$ cat config.mk
export PLATFORM = sky130hd
export DESIGN_NAME = isr_status
export DESIGN_NICKNAME = d
export VERILOG_FILES = /design/src/rtl/isr_pkg.sv /design/src/rtl/isr_status.sv /design/src/rtl/isr_group.sv /design/src/rtl/isr_power_on.sv
export SDC_FILE = /design/constraint.sdc
export NUM_CORES = 1
export LEC_CHECK = 0
export BUFFER_PORTS_ARGS = -buffer_cell sky130_fd_sc_hd__clkbuf_2
export CAP_MARGIN = 5
export CORE_MARGIN = 3
export CORE_UTILIZATION = 30
export DETAILED_ROUTE_END_ITERATION = 10
export GPL_ROUTABILITY_DRIVEN = 0
export GPL_TIMING_DRIVEN = 0
export HOLD_SLACK_MARGIN = 0.06
export PLACE_DENSITY = 0.46
export SLEW_MARGIN = 15
export SYNTH_ARGS = -nofsm -noshare
export SYNTH_HDL_FRONTEND = slang
export SYNTH_SLANG_ARGS = --single-unit
$ cat constraint.sdc
create_clock -name mclk -period 2 [get_ports mclk]
set_input_delay 0.1 -clock mclk [delete_from_list [all_inputs] [get_ports mclk]]
set_output_delay 0.1 -clock mclk [all_outputs]
set_load 0.01 [all_outputs]
$ cat src/rtl/isr_pkg.sv
// Function
// - standard event bits: 0,2,3,4,5,7 used
// - bad parameter sets exec error; syntax command
// - power cycle sets power-on flag
// - standard event enable mask gates summary
// - questionable bit 0 until time decoded
// - questionable bits 1,2,5 follow timebase state
// - questionable bits 10 to 13 unlock/rail flags
// - questionable condition, event, enable readable
// - operational bit 1 while settings change
// - operational bits 4,5 measurement in progress
// - completion query true when bits 4,5 clear
// - bits 6,7 only timing-configured tag recorded
// - operational condition, event, enable readable
// - receiver bits 0 to 3 fault flags
// - receiver bits 4 to 7 status flags
// - receiver bits 9,11,12 status flags
// - receiver condition, event, enable readable
// - condition follows input, read never alters
// - event sticky, cleared by read, resets again
// - summary is OR of enabled events
package isr_pkg;

  // ----------------------------------------
  // register select codes
  // ----------------------------------------
  localparam logic [3:0] SEL_STD_EVENT = 4'h0;
  localparam logic [3:0] SEL_STD_ENABLE = 4'h1;
  localparam logic [3:0] SEL_QUES_COND = 4'h2;
  localparam logic [3:0] SEL_QUES_EVENT = 4'h3;
  localparam logic [3:0] SEL_QUES_ENABLE = 4'h4;
  localparam logic [3:0] SEL_OPER_COND = 4'h5;
  localparam logic [3:0] SEL_OPER_EVENT = 4'h6;
  localparam logic [3:0] SEL_OPER_ENABLE = 4'h7;
  localparam logic [3:0] SEL_RCV_COND = 4'h8;
  localparam logic [3:0] SEL_RCV_EVENT = 4'h9;
  localparam logic [3:0] SEL_RCV_ENABLE = 4'hA;

  // ----------------------------------------
  // standard event bit positions
  // ----------------------------------------
  localparam int STD_OP_COMPLETE = 0;
  localparam int STD_QUERY_ERR = 2;
  localparam int STD_DEVICE_DEPENDENT_ERROR = 3;
  localparam int STD_EXEC_ERR = 4;
  localparam int STD_CMD_ERR = 5;
  localparam int STD_POWER_ON_FLAG = 7;
  localparam logic [7:0] STD_USED = 8'hBD;

  // ----------------------------------------
  // questionable bit positions
  // ----------------------------------------
  localparam int QUES_TIME_OF_DAY = 0;
  localparam int QUES_WARM_UP = 1;
  localparam int QUES_TIME_UNLOCK = 2;
  localparam int QUES_FREQ_STABILITY = 5;
  localparam int QUES_ATOMIC_UNLOCK = 10;
  localparam int QUES_PLL_UNLOCK = 11;
  localparam int QUES_CRYSTAL_RAIL = 12;
  localparam int QUES_CONTROL_SAT = 13;
  localparam logic [15:0] QUES_USED = 16'h3C27;

  // ----------------------------------------
  // operational bit positions
  // ----------------------------------------
  localparam int OPER_SETTING = 1;
  localparam int OPER_MEAS_FRONT = 4;
  localparam int OPER_MEAS_REAR = 5;
  localparam int OPER_TAG_FRONT = 6;
  localparam int OPER_TAG_REAR = 7;
  localparam logic [15:0] OPER_USED = 16'h00F2;

  // ----------------------------------------
  // receiver bit mask, bits 0-7, 9, 11, 12
  // ----------------------------------------
  localparam logic [15:0] RCV_USED = 16'h1AFF;

  // ----------------------------------------
  // reset values
  // ----------------------------------------
  localparam logic [15:0] RST_EVENT = 16'h0000;
  localparam logic [15:0] RST_ENABLE = 16'h0000;

  typedef struct packed {
    logic op_complete;
    logic query_err;
    logic device_dependent_error;
    logic exec_err;
    logic cmd_err;
  } isr_parse_t;

  typedef struct packed {
    logic time_not_decoded;
    logic warm_up;
    logic not_locked;
    logic not_stable;
    logic atomic_timebase_unlocked;
    logic pll_unlocked;
    logic crystal_control_near_rail;
    logic timebase_control_saturated;
  } isr_timebase_t;

  typedef struct packed {
    logic settings_changing;
    logic meas_front;
    logic meas_rear;
    logic timing_cfg_front;
    logic timing_cfg_rear;
    logic tag_front;
    logic tag_rear;
  } isr_meas_t;

  typedef struct packed {
    logic time_not_set;
    logic antenna_open;
    logic antenna_short;
    logic no_satellites;
    logic utc_unknown;
    logic survey;
    logic no_position;
    logic leap_pending;
    logic position_suspect;
    logic almanac_incomplete;
    logic no_timing_pulses;
  } isr_rcv_t;

endpackage

$ cat src/rtl/isr_status.sv
`timescale 1ns/1ns
module isr_status (
  // clock and reset
  input wire logic mclk,
  input wire logic rst_b,
  // state inputs
  input wire isr_pkg::isr_parse_t parse_in,
  input wire isr_pkg::isr_timebase_t tb_in,
  input wire isr_pkg::isr_meas_t meas_in,
  input wire isr_pkg::isr_rcv_t rcv_in,
  // host command access
  input wire logic [3:0] reg_sel,
  input wire logic rd_stb,
  input wire logic wr_stb,
  input wire logic [15:0] wdata,
  output logic [15:0] rdata_q,
  output logic rvalid_q,
  // summaries and completion
  output logic std_summary_q,
  output logic ques_summary_q,
  output logic oper_summary_q,
  output logic rcv_summary_q,
  output logic op_complete_q
);
  logic [7:0] std_cond;
  logic [15:0] ques_cond;
  logic [15:0] oper_cond;
  logic [15:0] rcv_cond;
  logic [7:0] std_event_q;
  logic [7:0] std_enable_q;
  logic [15:0] ques_event_q;
  logic [15:0] ques_enable_q;
  logic [15:0] oper_event_q;
  logic [15:0] oper_enable_q;
  logic [15:0] rcv_event_q;
  logic [15:0] rcv_enable_q;
  logic std_sum;
  logic ques_sum;
  logic oper_sum;
  logic rcv_sum;
  logic pon_pulse;
  logic [15:0] rdata_d;
  logic rvalid_d;
  logic op_complete_d;

  // ----------------------------------------
  // condition mapping
  // ----------------------------------------
  always_comb begin
    std_cond = 8'h00;
    std_cond[isr_pkg::STD_OP_COMPLETE] = parse_in.op_complete;
    std_cond[isr_pkg::STD_QUERY_ERR] = parse_in.query_err;
    std_cond[isr_pkg::STD_DEVICE_DEPENDENT_ERROR] =
      parse_in.device_dependent_error;
    std_cond[isr_pkg::STD_EXEC_ERR] = parse_in.exec_err;
    std_cond[isr_pkg::STD_CMD_ERR] = parse_in.cmd_err;
    std_cond[isr_pkg::STD_POWER_ON_FLAG] = pon_pulse;

    ques_cond = 16'h0000;
    ques_cond[isr_pkg::QUES_TIME_OF_DAY] = tb_in.time_not_decoded;
    ques_cond[isr_pkg::QUES_WARM_UP] = tb_in.warm_up;
    ques_cond[isr_pkg::QUES_TIME_UNLOCK] = tb_in.not_locked;
    ques_cond[isr_pkg::QUES_FREQ_STABILITY] = tb_in.not_stable;
    ques_cond[isr_pkg::QUES_ATOMIC_UNLOCK] =
      tb_in.atomic_timebase_unlocked;
    ques_cond[isr_pkg::QUES_PLL_UNLOCK] = tb_in.pll_unlocked;
    ques_cond[isr_pkg::QUES_CRYSTAL_RAIL] =
      tb_in.crystal_control_near_rail;
    ques_cond[isr_pkg::QUES_CONTROL_SAT] =
      tb_in.timebase_control_saturated;

    oper_cond = 16'h0000;
    oper_cond[isr_pkg::OPER_SETTING] = meas_in.settings_changing;
    oper_cond[isr_pkg::OPER_MEAS_FRONT] = meas_in.meas_front;
    oper_cond[isr_pkg::OPER_MEAS_REAR] = meas_in.meas_rear;
    // a tag on an input set for frequency is not a timing event
    oper_cond[isr_pkg::OPER_TAG_FRONT] =
      meas_in.timing_cfg_front & meas_in.tag_front;
    oper_cond[isr_pkg::OPER_TAG_REAR] =
      meas_in.timing_cfg_rear & meas_in.tag_rear;

    // receiver bits in order 0-7, 9, 11, 12
    rcv_cond = {3'h0, rcv_in.no_timing_pulses, rcv_in.almanac_incomplete,
      1'b0, rcv_in.position_suspect, 1'b0, rcv_in.leap_pending,
      rcv_in.no_position, rcv_in.survey, rcv_in.utc_unknown,
      rcv_in.no_satellites, rcv_in.antenna_short, rcv_in.antenna_open,
      rcv_in.time_not_set};
  end

  // ----------------------------------------
  // power-on flag source
  // ----------------------------------------
  isr_power_on u_pon (
    .mclk(mclk),
    .rst_b(rst_b),
    .pulse_q(pon_pulse)
  );

  // ----------------------------------------
  // status groups
  // ----------------------------------------
  isr_group #(.W(8), .USED(isr_pkg::STD_USED)) u_std (
    .mclk(mclk),
    .rst_b(rst_b),
    .cond_in(std_cond),
    .event_rd(rd_stb && reg_sel == isr_pkg::SEL_STD_EVENT),
    .enable_wr(wr_stb && reg_sel == isr_pkg::SEL_STD_ENABLE),
    .wdata(wdata[7:0]),
    .event_q(std_event_q),
    .enable_q(std_enable_q),
    .summary_q(std_sum)
  );

  isr_group #(.W(16), .USED(isr_pkg::QUES_USED)) u_ques (
    .mclk(mclk),
    .rst_b(rst_b),
    .cond_in(ques_cond),
    .event_rd(rd_stb && reg_sel == isr_pkg::SEL_QUES_EVENT),
    .enable_wr(wr_stb && reg_sel == isr_pkg::SEL_QUES_ENABLE),
    .wdata(wdata),
    .event_q(ques_event_q),
    .enable_q(ques_enable_q),
    .summary_q(ques_sum)
  );

  isr_group #(.W(16), .USED(isr_pkg::OPER_USED)) u_oper (
    .mclk(mclk),
    .rst_b(rst_b),
    .cond_in(oper_cond),
    .event_rd(rd_stb && reg_sel == isr_pkg::SEL_OPER_EVENT),
    .enable_wr(wr_stb && reg_sel == isr_pkg::SEL_OPER_ENABLE),
    .wdata(wdata),
    .event_q(oper_event_q),
    .enable_q(oper_enable_q),
    .summary_q(oper_sum)
  );

  isr_group #(.W(16), .USED(isr_pkg::RCV_USED)) u_rcv (
    .mclk(mclk),
    .rst_b(rst_b),
    .cond_in(rcv_cond),
    .event_rd(rd_stb && reg_sel == isr_pkg::SEL_RCV_EVENT),
    .enable_wr(wr_stb && reg_sel == isr_pkg::SEL_RCV_ENABLE),
    .wdata(wdata),
    .event_q(rcv_event_q),
    .enable_q(rcv_enable_q),
    .summary_q(rcv_sum)
  );

  // ----------------------------------------
  // read mux
  // ----------------------------------------
  always_comb begin
    rdata_d = rdata_q;
    rvalid_d = rd_stb;
    if (rd_stb) begin
      unique case (reg_sel)
        isr_pkg::SEL_STD_EVENT: rdata_d = {8'h00, std_event_q};
        isr_pkg::SEL_STD_ENABLE: rdata_d = {8'h00, std_enable_q};
        // conditions read live state, nothing else changes
        isr_pkg::SEL_QUES_COND:
          rdata_d = ques_cond & isr_pkg::QUES_USED;
        isr_pkg::SEL_QUES_EVENT: rdata_d = ques_event_q;
        isr_pkg::SEL_QUES_ENABLE: rdata_d = ques_enable_q;
        isr_pkg::SEL_OPER_COND:
          rdata_d = oper_cond & isr_pkg::OPER_USED;
        isr_pkg::SEL_OPER_EVENT: rdata_d = oper_event_q;
        isr_pkg::SEL_OPER_ENABLE: rdata_d = oper_enable_q;
        isr_pkg::SEL_RCV_COND:
          rdata_d = rcv_cond & isr_pkg::RCV_USED;
        isr_pkg::SEL_RCV_EVENT: rdata_d = rcv_event_q;
        isr_pkg::SEL_RCV_ENABLE: rdata_d = rcv_enable_q;
        default: rdata_d = 16'h0000;
      endcase
    end
    op_complete_d = !(meas_in.meas_front || meas_in.meas_rear);
  end

  always_ff @(posedge mclk) begin
    if (!rst_b) begin
      rdata_q <= 16'h0000;
      rvalid_q <= 1'b0;
      op_complete_q <= 1'b0;
      std_summary_q <= 1'b0;
      ques_summary_q <= 1'b0;
      oper_summary_q <= 1'b0;
      rcv_summary_q <= 1'b0;
    end else begin
      rdata_q <= rdata_d;
      rvalid_q <= rvalid_d;
      op_complete_q <= op_complete_d;
      std_summary_q <= std_sum;
      ques_summary_q <= ques_sum;
      oper_summary_q <= oper_sum;
      rcv_summary_q <= rcv_sum;
    end
  end
endmodule

$ cat src/rtl/isr_group.sv
`timescale 1ns/1ns
module isr_group #(
  parameter int W = 16,
  parameter logic [W-1:0] USED = '1
) (
  // clock and reset
  input wire logic mclk,
  input wire logic rst_b,
  // condition input
  input wire logic [W-1:0] cond_in,
  // host access
  input wire logic event_rd,
  input wire logic enable_wr,
  input wire logic [W-1:0] wdata,
  // state
  output logic [W-1:0] event_q,
  output logic [W-1:0] enable_q,
  output logic summary_q
);
  logic [W-1:0] event_d;
  logic [W-1:0] enable_d;
  logic summary_d;

  // ----------------------------------------
  // sticky events, set wins over read clear
  // ----------------------------------------
  always_comb begin
    event_d = event_q;
    if (event_rd) begin
      event_d = '0;
    end
    event_d = (event_d | cond_in) & USED;
    enable_d = enable_q;
    if (enable_wr) begin
      enable_d = wdata & USED;
    end
    // summary lags events by one cycle to stay registered
    summary_d = |(event_q & enable_q);
  end

  always_ff @(posedge mclk) begin
    if (!rst_b) begin
      event_q <= W'(isr_pkg::RST_EVENT);
      enable_q <= W'(isr_pkg::RST_ENABLE);
      summary_q <= 1'b0;
    end else begin
      event_q <= event_d;
      enable_q <= enable_d;
      summary_q <= summary_d;
    end
  end
endmodule

$ cat src/rtl/isr_power_on.sv
`timescale 1ns/1ns
module isr_power_on (
  // clock and reset
  input wire logic mclk,
  input wire logic rst_b,
  // one pulse on the first cycle after reset release
  output logic pulse_q
);
  logic armed_q;
  logic armed_d;
  logic pulse_d;

  always_comb begin
    armed_d = 1'b1;
    pulse_d = !armed_q;
  end

  // reset stands for the power cycle of the unit
  always_ff @(posedge mclk) begin
    if (!rst_b) begin
      armed_q <= 1'b0;
      pulse_q <= 1'b0;
    end else begin
      armed_q <= armed_d;
      pulse_q <= pulse_d;
    end
  end
endmodule

==> results of run 1 <==
## cell usage in the layout (no fill, tap or decap), types with 3 or more instances in the layout
cell type	synthesis	routed
sky130_fd_sc_hd__dlygate4sd3_1	0	40
sky130_fd_sc_hd__nand2_1	10	10
sky130_fd_sc_hd__nand4b_1	3	3
sky130_fd_sc_hd__a22o_1	6	6
sky130_fd_sc_hd__and2_1	6	6
sky130_fd_sc_hd__nor3b_1	3	3
sky130_fd_sc_hd__a21oi_1	34	34
sky130_fd_sc_hd__inv_1	9	9
sky130_fd_sc_hd__nor2b_2	3	3
sky130_fd_sc_hd__o31ai_1	3	3
sky130_fd_sc_hd__nor3_1	3	3
sky130_fd_sc_hd__buf_2	9	9
sky130_fd_sc_hd__a31oi_1	4	4
sky130_fd_sc_hd__o2bb2ai_1	5	5
sky130_fd_sc_hd__clkbuf_2	0	69
sky130_fd_sc_hd__dfxtp_1	85	85
sky130_fd_sc_hd__a222oi_1	3	3
sky130_fd_sc_hd__clkbuf_16	0	9
sky130_fd_sc_hd__clkbuf_1	7	9
sky130_fd_sc_hd__o22ai_1	6	6
sky130_fd_sc_hd__a32oi_1	6	6
sky130_fd_sc_hd__nand2b_1	5	5
sky130_fd_sc_hd__nor2_1	64	64
sky130_fd_sc_hd__buf_4	12	12
sky130_fd_sc_hd__nand3_1	10	10
sky130_fd_sc_hd__mux2i_1	41	41
sky130_fd_sc_hd__buf_6	4	4
sky130_fd_sc_hd__a22oi_1	15	15
sky130_fd_sc_hd__mux2_1	8	8
sky130_fd_sc_hd__conb_1	1	3
## metal layers
metal | up-vias | GRT usage
li1 | 1713 | -
met1 | 1697 | 0.277
met2 | 139 | 0.299
met3 | 26 | 0.0480
met4 | 0 | 0.0659
met5 | - | 0
## logic make-up (layout without fill, tap and decap cells)
kind of cell	count (synthesis)	count (layout)	share of synthesized area
muxes	51	51	0.141
and+or+nand+nor	123	123	0.163
buffers and inverters	42	167	0.0638
other	1	3	0.000980
AOI/OAI and AO/OA	103	103	0.187
DFF	85	85	0.445
## critical path, stage by stage
cell	delay, ps
sky130_fd_sc_hd__clkbuf_2	90
sky130_fd_sc_hd__clkbuf_1	570
sky130_fd_sc_hd__inv_1	230
sky130_fd_sc_hd__clkbuf_1	400
sky130_fd_sc_hd__nor3_1	230
sky130_fd_sc_hd__dlygate4sd3_1	560
## sequential cells by signal (all words and copies together) (netlist names), 5 cells and up
register,count
u_ques.event_q,8
rdata_q,13
u_std.enable_q,6
u_ques.enable_q,8
u_std.event_q,6
u_rcv.enable_q,11
u_rcv.event_q,11
u_oper.event_q,5
u_oper.enable_q,5
## power by group through the flow
stage	Clock [mW]	Combinational (mW)	Sequential [mW]
after floorplan	0	0.244	1.83
after global placement	0	0.422	1.85
after detailed placement	0	0.424	1.85
after CTS	1.72	0.488	1.81
after global routing	1.77	0.534	1.82
final	1.67	0.490	1.81
## cell type report
cell class                      instances  share of cell area
Timing Repair Buffer                  109               0.147
Tap cell                              168              0.0414
Sequential cell                        85               0.335
Multi-Input combinational cell        280               0.371
Clock buffer                           12              0.0485
Clock inverter                          4             0.00936
Buffer                                 32              0.0406
Inverter                               10             0.00739
## what timing repair did
action,4_1_cts,5_1_grt
gates resized for setup,0,0
hold buffers,40,0
hold endpoints to repair,42,0
## path summary, 6_finish.rpt
kind / from / end / slack [ps] / cells after the start
setup / recovery: rst_b / op_complete_q / 100 / 6
hold / removal: wdata[2] / u_rcv.enable_q[2] / 60 / 3
setup reg to reg: u_std.enable_q[5] / rdata_q[5] / 640 / 4
hold reg to reg: u_pon.armed_q / u_pon.pulse_q / 390 / 1
==> flow_metrics.env, run 1 <==
export IMPL_status="finished clean"
export IMPL_drt_pass1_iterations=6
export IMPL_maxSlewViolCount=0
export IMPL_worst_margin_slew_ps=762
export IMPL_power_density_nw_per_um2=782
export IMPL_sequential_cell_area_um2=1700
export IMPL_postSynthCellCount=405
export IMPL_power_clock_fraction=0.420
export IMPL_switching_power_mw=0.994
export IMPL_clock_tree_buffer_depth=2
export IMPL_rsz_0062_raised_after_global_routing="no"
export IMPL_cp_max_fo=10
export IMPL_instances_no_fill=700
export IMPL_syn_avg_cell_area_um2=9.44
export IMPL_synth_top_area_frac=0.445
export IMPL_setup_violations_final=0
export IMPL_wire_length_of_the_first_global_routing_pass_um=21000
export IMPL_synth_largest_area_cell="sky130_fd_sc_hd__dfxtp_1"
export IMPL_path_class="in2reg"
export IMPL_seqPwrFrac=0.456
export IMPL_layout_min_cycle_time_ps=1900
export IMPL_n_antenna_cell=0
export IMPL_skew_ps=7.12
export IMPL_synth_seq_cells=85
export IMPL_drtAntennaViolNets=0
export IMPL_final_nets=582
export IMPL_route_detailed_drc=0
export IMPL_p_total_mw=3.97
export IMPL_clock_tree_htree_level_count=3
export IMPL_drt_total_wl_um=13700
export IMPL_critPathLaunchType="primary input"
export IMPL_min_delay_path_class="in2reg"
export IMPL_synth_common_cells="85 x sky130_fd_sc_hd__dfxtp_1, 64 x sky130_fd_sc_hd__nor2_1, 41 x sky130_fd_sc_hd__mux2i_1, 34 x sky130_fd_sc_hd__a21oi_1, 15 x sky130_fd_sc_hd__a22oi_1"
export IMPL_grt_overflow=0
export IMPL_core_box_area_um2=12200
export IMPL_clk_pin_slew_ps=60
export IMPL_starting_density_of_the_core=0.313
export IMPL_multi_input_area_um2=1890
export IMPL_netlist_cell_type_count=55
export IMPL_cts_setup_buffers=0
export IMPL_post_dp_hpwl_um=10200
export IMPL_met2_wirelength_um=5990
export IMPL_grt_antenna_before_repair=0
export IMPL_port_buffers=69
export IMPL_worst_hold_check_slack_ps=62.6
export IMPL_maxClockFrequency_mhz=527
export IMPL_max_cap_violations=0
export IMPL_via_count=3575
export IMPL_postSynth_asyncResetShare=0
export IMPL_grt_pass1_vias=3498
export IMPL_power_switching_fraction=0.250
export IMPL_routed_wire_length_per_instance_um=19.6
export IMPL_drive_above_1_share=0.220
export IMPL_final_hold_viol_count=0
export IMPL_synth_edf_count=0
export IMPL_power_internal_mw=2.98
export IMPL_tritoncts="built"
export IMPL_synthesis_yosys_warnings=0
export IMPL_comb_power_share=0.123
export IMPL_avgViaCountPerCell=5.11
export IMPL_fillerInstances=1270
export IMPL_area_growth_pct=32.9
export IMPL_largest_net_degree_at_the_start_of_global_routing=14
export IMPL_drt_first_iter_violations=305
export IMPL_placed_cells=644
export IMPL_yosys_cell_count_top_type="sky130_fd_sc_hd__dfxtp_1"
export IMPL_die_height_um=119
export IMPL_worst_ep_arrival_time_ps=2190
export IMPL_placed_area_um2=4390
export IMPL_cp_data_required_time_ps=2290
export IMPL_p_leak_nw=2.19
export IMPL_ctsRootBufferMaster="sky130_fd_sc_hd__clkbuf_16"
export IMPL_synth_yosys_seq_area_share=0.445
export IMPL_boundary_pins=77
export IMPL_final_design_area_no_fill_um2=5080
export IMPL_yosys_top_cells_area="sky130_fd_sc_hd__dfxtp_1 44%, sky130_fd_sc_hd__mux2i_1 11%, sky130_fd_sc_hd__nor2_1 6.3%"
export IMPL_final_core_density=0.416
export IMPL_clock_insertion_delay_worst_skew_ps=350
export IMPL_slew_headroom=0.492
export IMPL_fp_dieArea_um2=14100
export IMPL_final_min_period_over_clock_period=0.949
export IMPL_wirelength_met1_um=6670
export IMPL_horiz_die_dim_um=119
export IMPL_global_route_usage_total=0.198
export IMPL_ys_dominant_reg_cell="sky130_fd_sc_hd__dfxtp_1"
export IMPL_clock_sinks=85
export IMPL_highest_layer="met4"
export IMPL_totalNegativeSetupSlack_ps=0
export IMPL_rows=40
export IMPL_worst_ir_drop_vdd_v=0.000332
export IMPL_setup_slack_of_the_critical_path_after_layout_ps=102
export IMPL_mappedNetlistArea_um2=3820
export IMPL_place_ws_ps=-140
export IMPL_cts_buffers=9
export IMPL_cp_end_kind="register"
export IMPL_route_met3_wl_um=765
No activity file was read; power rests on OpenSTA's default activity.
==> run 2: changes to the inputs <==
- CTS_BUF_LIST: unset -> sky130_fd_sc_hd__clkbuf_2 sky130_fd_sc_hd__clkbuf_4 sky130_fd_sc_hd__clkbuf_8
==> run 2 against run 1 <==
Compared with the run above: die area stayed put; sequential share of layout area is 0.29 points higher; cell area is 0.86% lower; sequential cell count stayed put; sequential power hardly changed; routed wire length is 0.36% lower; cell count is 0.71% higher; critical path type unchanged; power is 10% lower; count of clock-buffer cells in the layout stayed put.
==> flow_metrics.env, run 2 (same netlist as run 1, synthesis figures left out) <==
export IMPL_cts_buffers=9
export IMPL_clock_insertion_delay_worst_skew_ps=380
export IMPL_tritoncts="built"
export IMPL_cp_max_fo=10
export IMPL_ctsRootBufferMaster="sky130_fd_sc_hd__clkbuf_8"
export IMPL_drt_total_wl_um=13700
export IMPL_routed_wire_length_per_instance_um=19.4
export IMPL_instances_no_fill=705
export IMPL_biggest_registers_after_layout="rdata_q x13, u_rcv.enable_q x11, u_rcv.event_q x11"
export IMPL_worst_ep_arrival_time_ps=2150
export IMPL_rows=40
export IMPL_worst_ir_drop_vdd_v=0.000464
export IMPL_via_count=3576
export IMPL_maxSlewViolCount=0
export IMPL_maxClockFrequency_mhz=548
export IMPL_slew_headroom=0.506
export IMPL_avgViaCountPerCell=5.07
export IMPL_power_switching_fraction=0.266
export IMPL_p_leak_nw=2.17
export IMPL_min_path_cells=3
export IMPL_horiz_die_dim_um=119
export IMPL_wire_length_of_the_first_global_routing_pass_um=20900
export IMPL_final_nets=587
export IMPL_layout_commonest_cell="sky130_fd_sc_hd__dfxtp_1"
export IMPL_core_box_area_um2=12200
export IMPL_grt_pass1_vias=3463
export IMPL_area_growth_pct=31.7
export IMPL_power_density_nw_per_um2=709
export IMPL_cts_hold_repair_buffers=45
export IMPL_drtAntennaViolNets=0
export IMPL_max_cap_violations=0
export IMPL_drt_pass1_iterations=5
export IMPL_p_total_mw=3.57
export IMPL_commonest_cells_after_routing_fill_and_taps_aside="85 x sky130_fd_sc_hd__dfxtp_1, 69 x sky130_fd_sc_hd__clkbuf_2, 64 x sky130_fd_sc_hd__nor2_1"
export IMPL_ctsResizeCount=0
export IMPL_critPathLaunchType="primary input"
export IMPL_clock_sinks=85
export IMPL_die_height_um=119
export IMPL_reg2regPathDepth=4
export IMPL_final_core_density=0.413
export IMPL_cp_end_kind="register"
export IMPL_seqPwrFrac=0.507
export IMPL_busiest_layer="met2"
export IMPL_starting_density_of_the_core=0.313
export IMPL_critical_path_most_common_cell="sky130_fd_sc_hd__clkbuf_1"
export IMPL_setup_violations_final=0
export IMPL_switching_power_mw=0.952
export IMPL_global_route_usage_total=0.197
export IMPL_critical_path_slowest_cell="sky130_fd_sc_hd__dlygate4sd3_1"
export IMPL_power_clock_fraction=0.354
export IMPL_cp_data_required_time_ps=2320
export IMPL_drive_above_1_share=0.222
export IMPL_rsz_0062_raised_after_global_routing="no"
export IMPL_final_min_period_over_clock_period=0.913
export IMPL_post_dp_hpwl_um=10200
export IMPL_path_class="in2reg"
export IMPL_grt_overflow=0
export IMPL_placed_cells=644
export IMPL_registers_top_by_ff_count="rdata_q"
export IMPL_n_antenna_cell=0
export IMPL_power_internal_mw=2.62
export IMPL_boundary_pins=77
export IMPL_skew_ps=11.1
export IMPL_status="finished clean"
export IMPL_grt_antenna_before_repair=0
export IMPL_clk_pin_slew_ps=90
export IMPL_worst_margin_slew_ps=741
export IMPL_drt_first_iter_violations=263
export IMPL_clock_tree_htree_level_count=3
export IMPL_largest_net_degree_at_the_start_of_global_routing=14
export IMPL_route_detailed_drc=0
export IMPL_port_buffers=69
export IMPL_crit_path_max_incr_delay_ps=570
export IMPL_cts_setup_buffers=0
export IMPL_min_delay_path_class="in2reg"
export IMPL_final_hold_viol_count=0
export IMPL_global_route_usage_met2=0.299
export IMPL_clock_tree_buffer_depth=2
export IMPL_largest_register_ff_count=13
export IMPL_fp_dieArea_um2=14100
export IMPL_comb_power_share=0.139
export IMPL_grt_met1_usage=0.277
export IMPL_met3_track_utilization_from_global_routing=0.0513
export IMPL_layout_min_cycle_time_ps=1830
export IMPL_cell_by_cell_trace_of_the_critical_path="clkbuf_2, clkbuf_1, inv_1, clkbuf_1, nor3_1, dlygate4sd3_1"
[run 2: cell count changes in the layout (fill, tap and decap cells not counted)]
cell and change:
sky130_fd_sc_hd__clkbuf_1 -2, sky130_fd_sc_hd__clkbuf_16 -9, sky130_fd_sc_hd__clkbuf_4 +2, sky130_fd_sc_hd__clkbuf_8 +9, sky130_fd_sc_hd__dlygate4sd3_1 +5
[run 2: final timing paths]
check | start | slack (ps) | end
worst min-delay path | wdata[4] | 70 | u_rcv.enable_q[4]
worst max-delay path | rst_b | 170 | op_complete_q
worst max register to register | u_std.enable_q[5] | 670 | rdata_q[5]
worst min register to register | u_pon.armed_q | 400 | u_pon.pulse_q
[run 2: metrics by stage]
stage               setup slack, ps  hold slack (ps)  cell area [um^2]  TNS, ps
floorplan                       796              128              3830        0
global placement               -137              218              4390    -1340
detailed placement             -140              223              4390    -1230
CTS                             182             75.4              5040        0
global route                    101             75.4              5040        0
finish                          175             74.0              5040        0
[run 2: power by group through the flow]
stage | registers [mW] | clock network, mW | logic, mW
finish | 1.81 | 1.26 | 0.497
global route | 1.82 | 1.36 | 0.542
CTS | 1.81 | 1.29 | 0.496
detailed placement | 1.85 | 0 | 0.424
global placement | 1.85 | 0 | 0.422
floorplan | 1.83 | 0 | 0.244
[run 2: layout make-up]
cell class,count,area [um^2]
plain buffers,32,206
clock buffers,12,153
clock inverters,4,47.5
fillers,1273,7170
inverters,10,37.5
multi-input cells,280,1890
flip-flops and latches,85,1700
well taps,168,210
repair buffers,114,796
[run 2: worst max-delay path, delay by kind of cell]
kind	cells	cell delay, ps
simple gates	1	230
buf+inv	5	1830
[run 2: metal layers]
metal  vias up  wire [um]
met5         -          0
met4         0        255
li1       1725          -
met2       121       6000
met1      1712       6600
met3        18        806
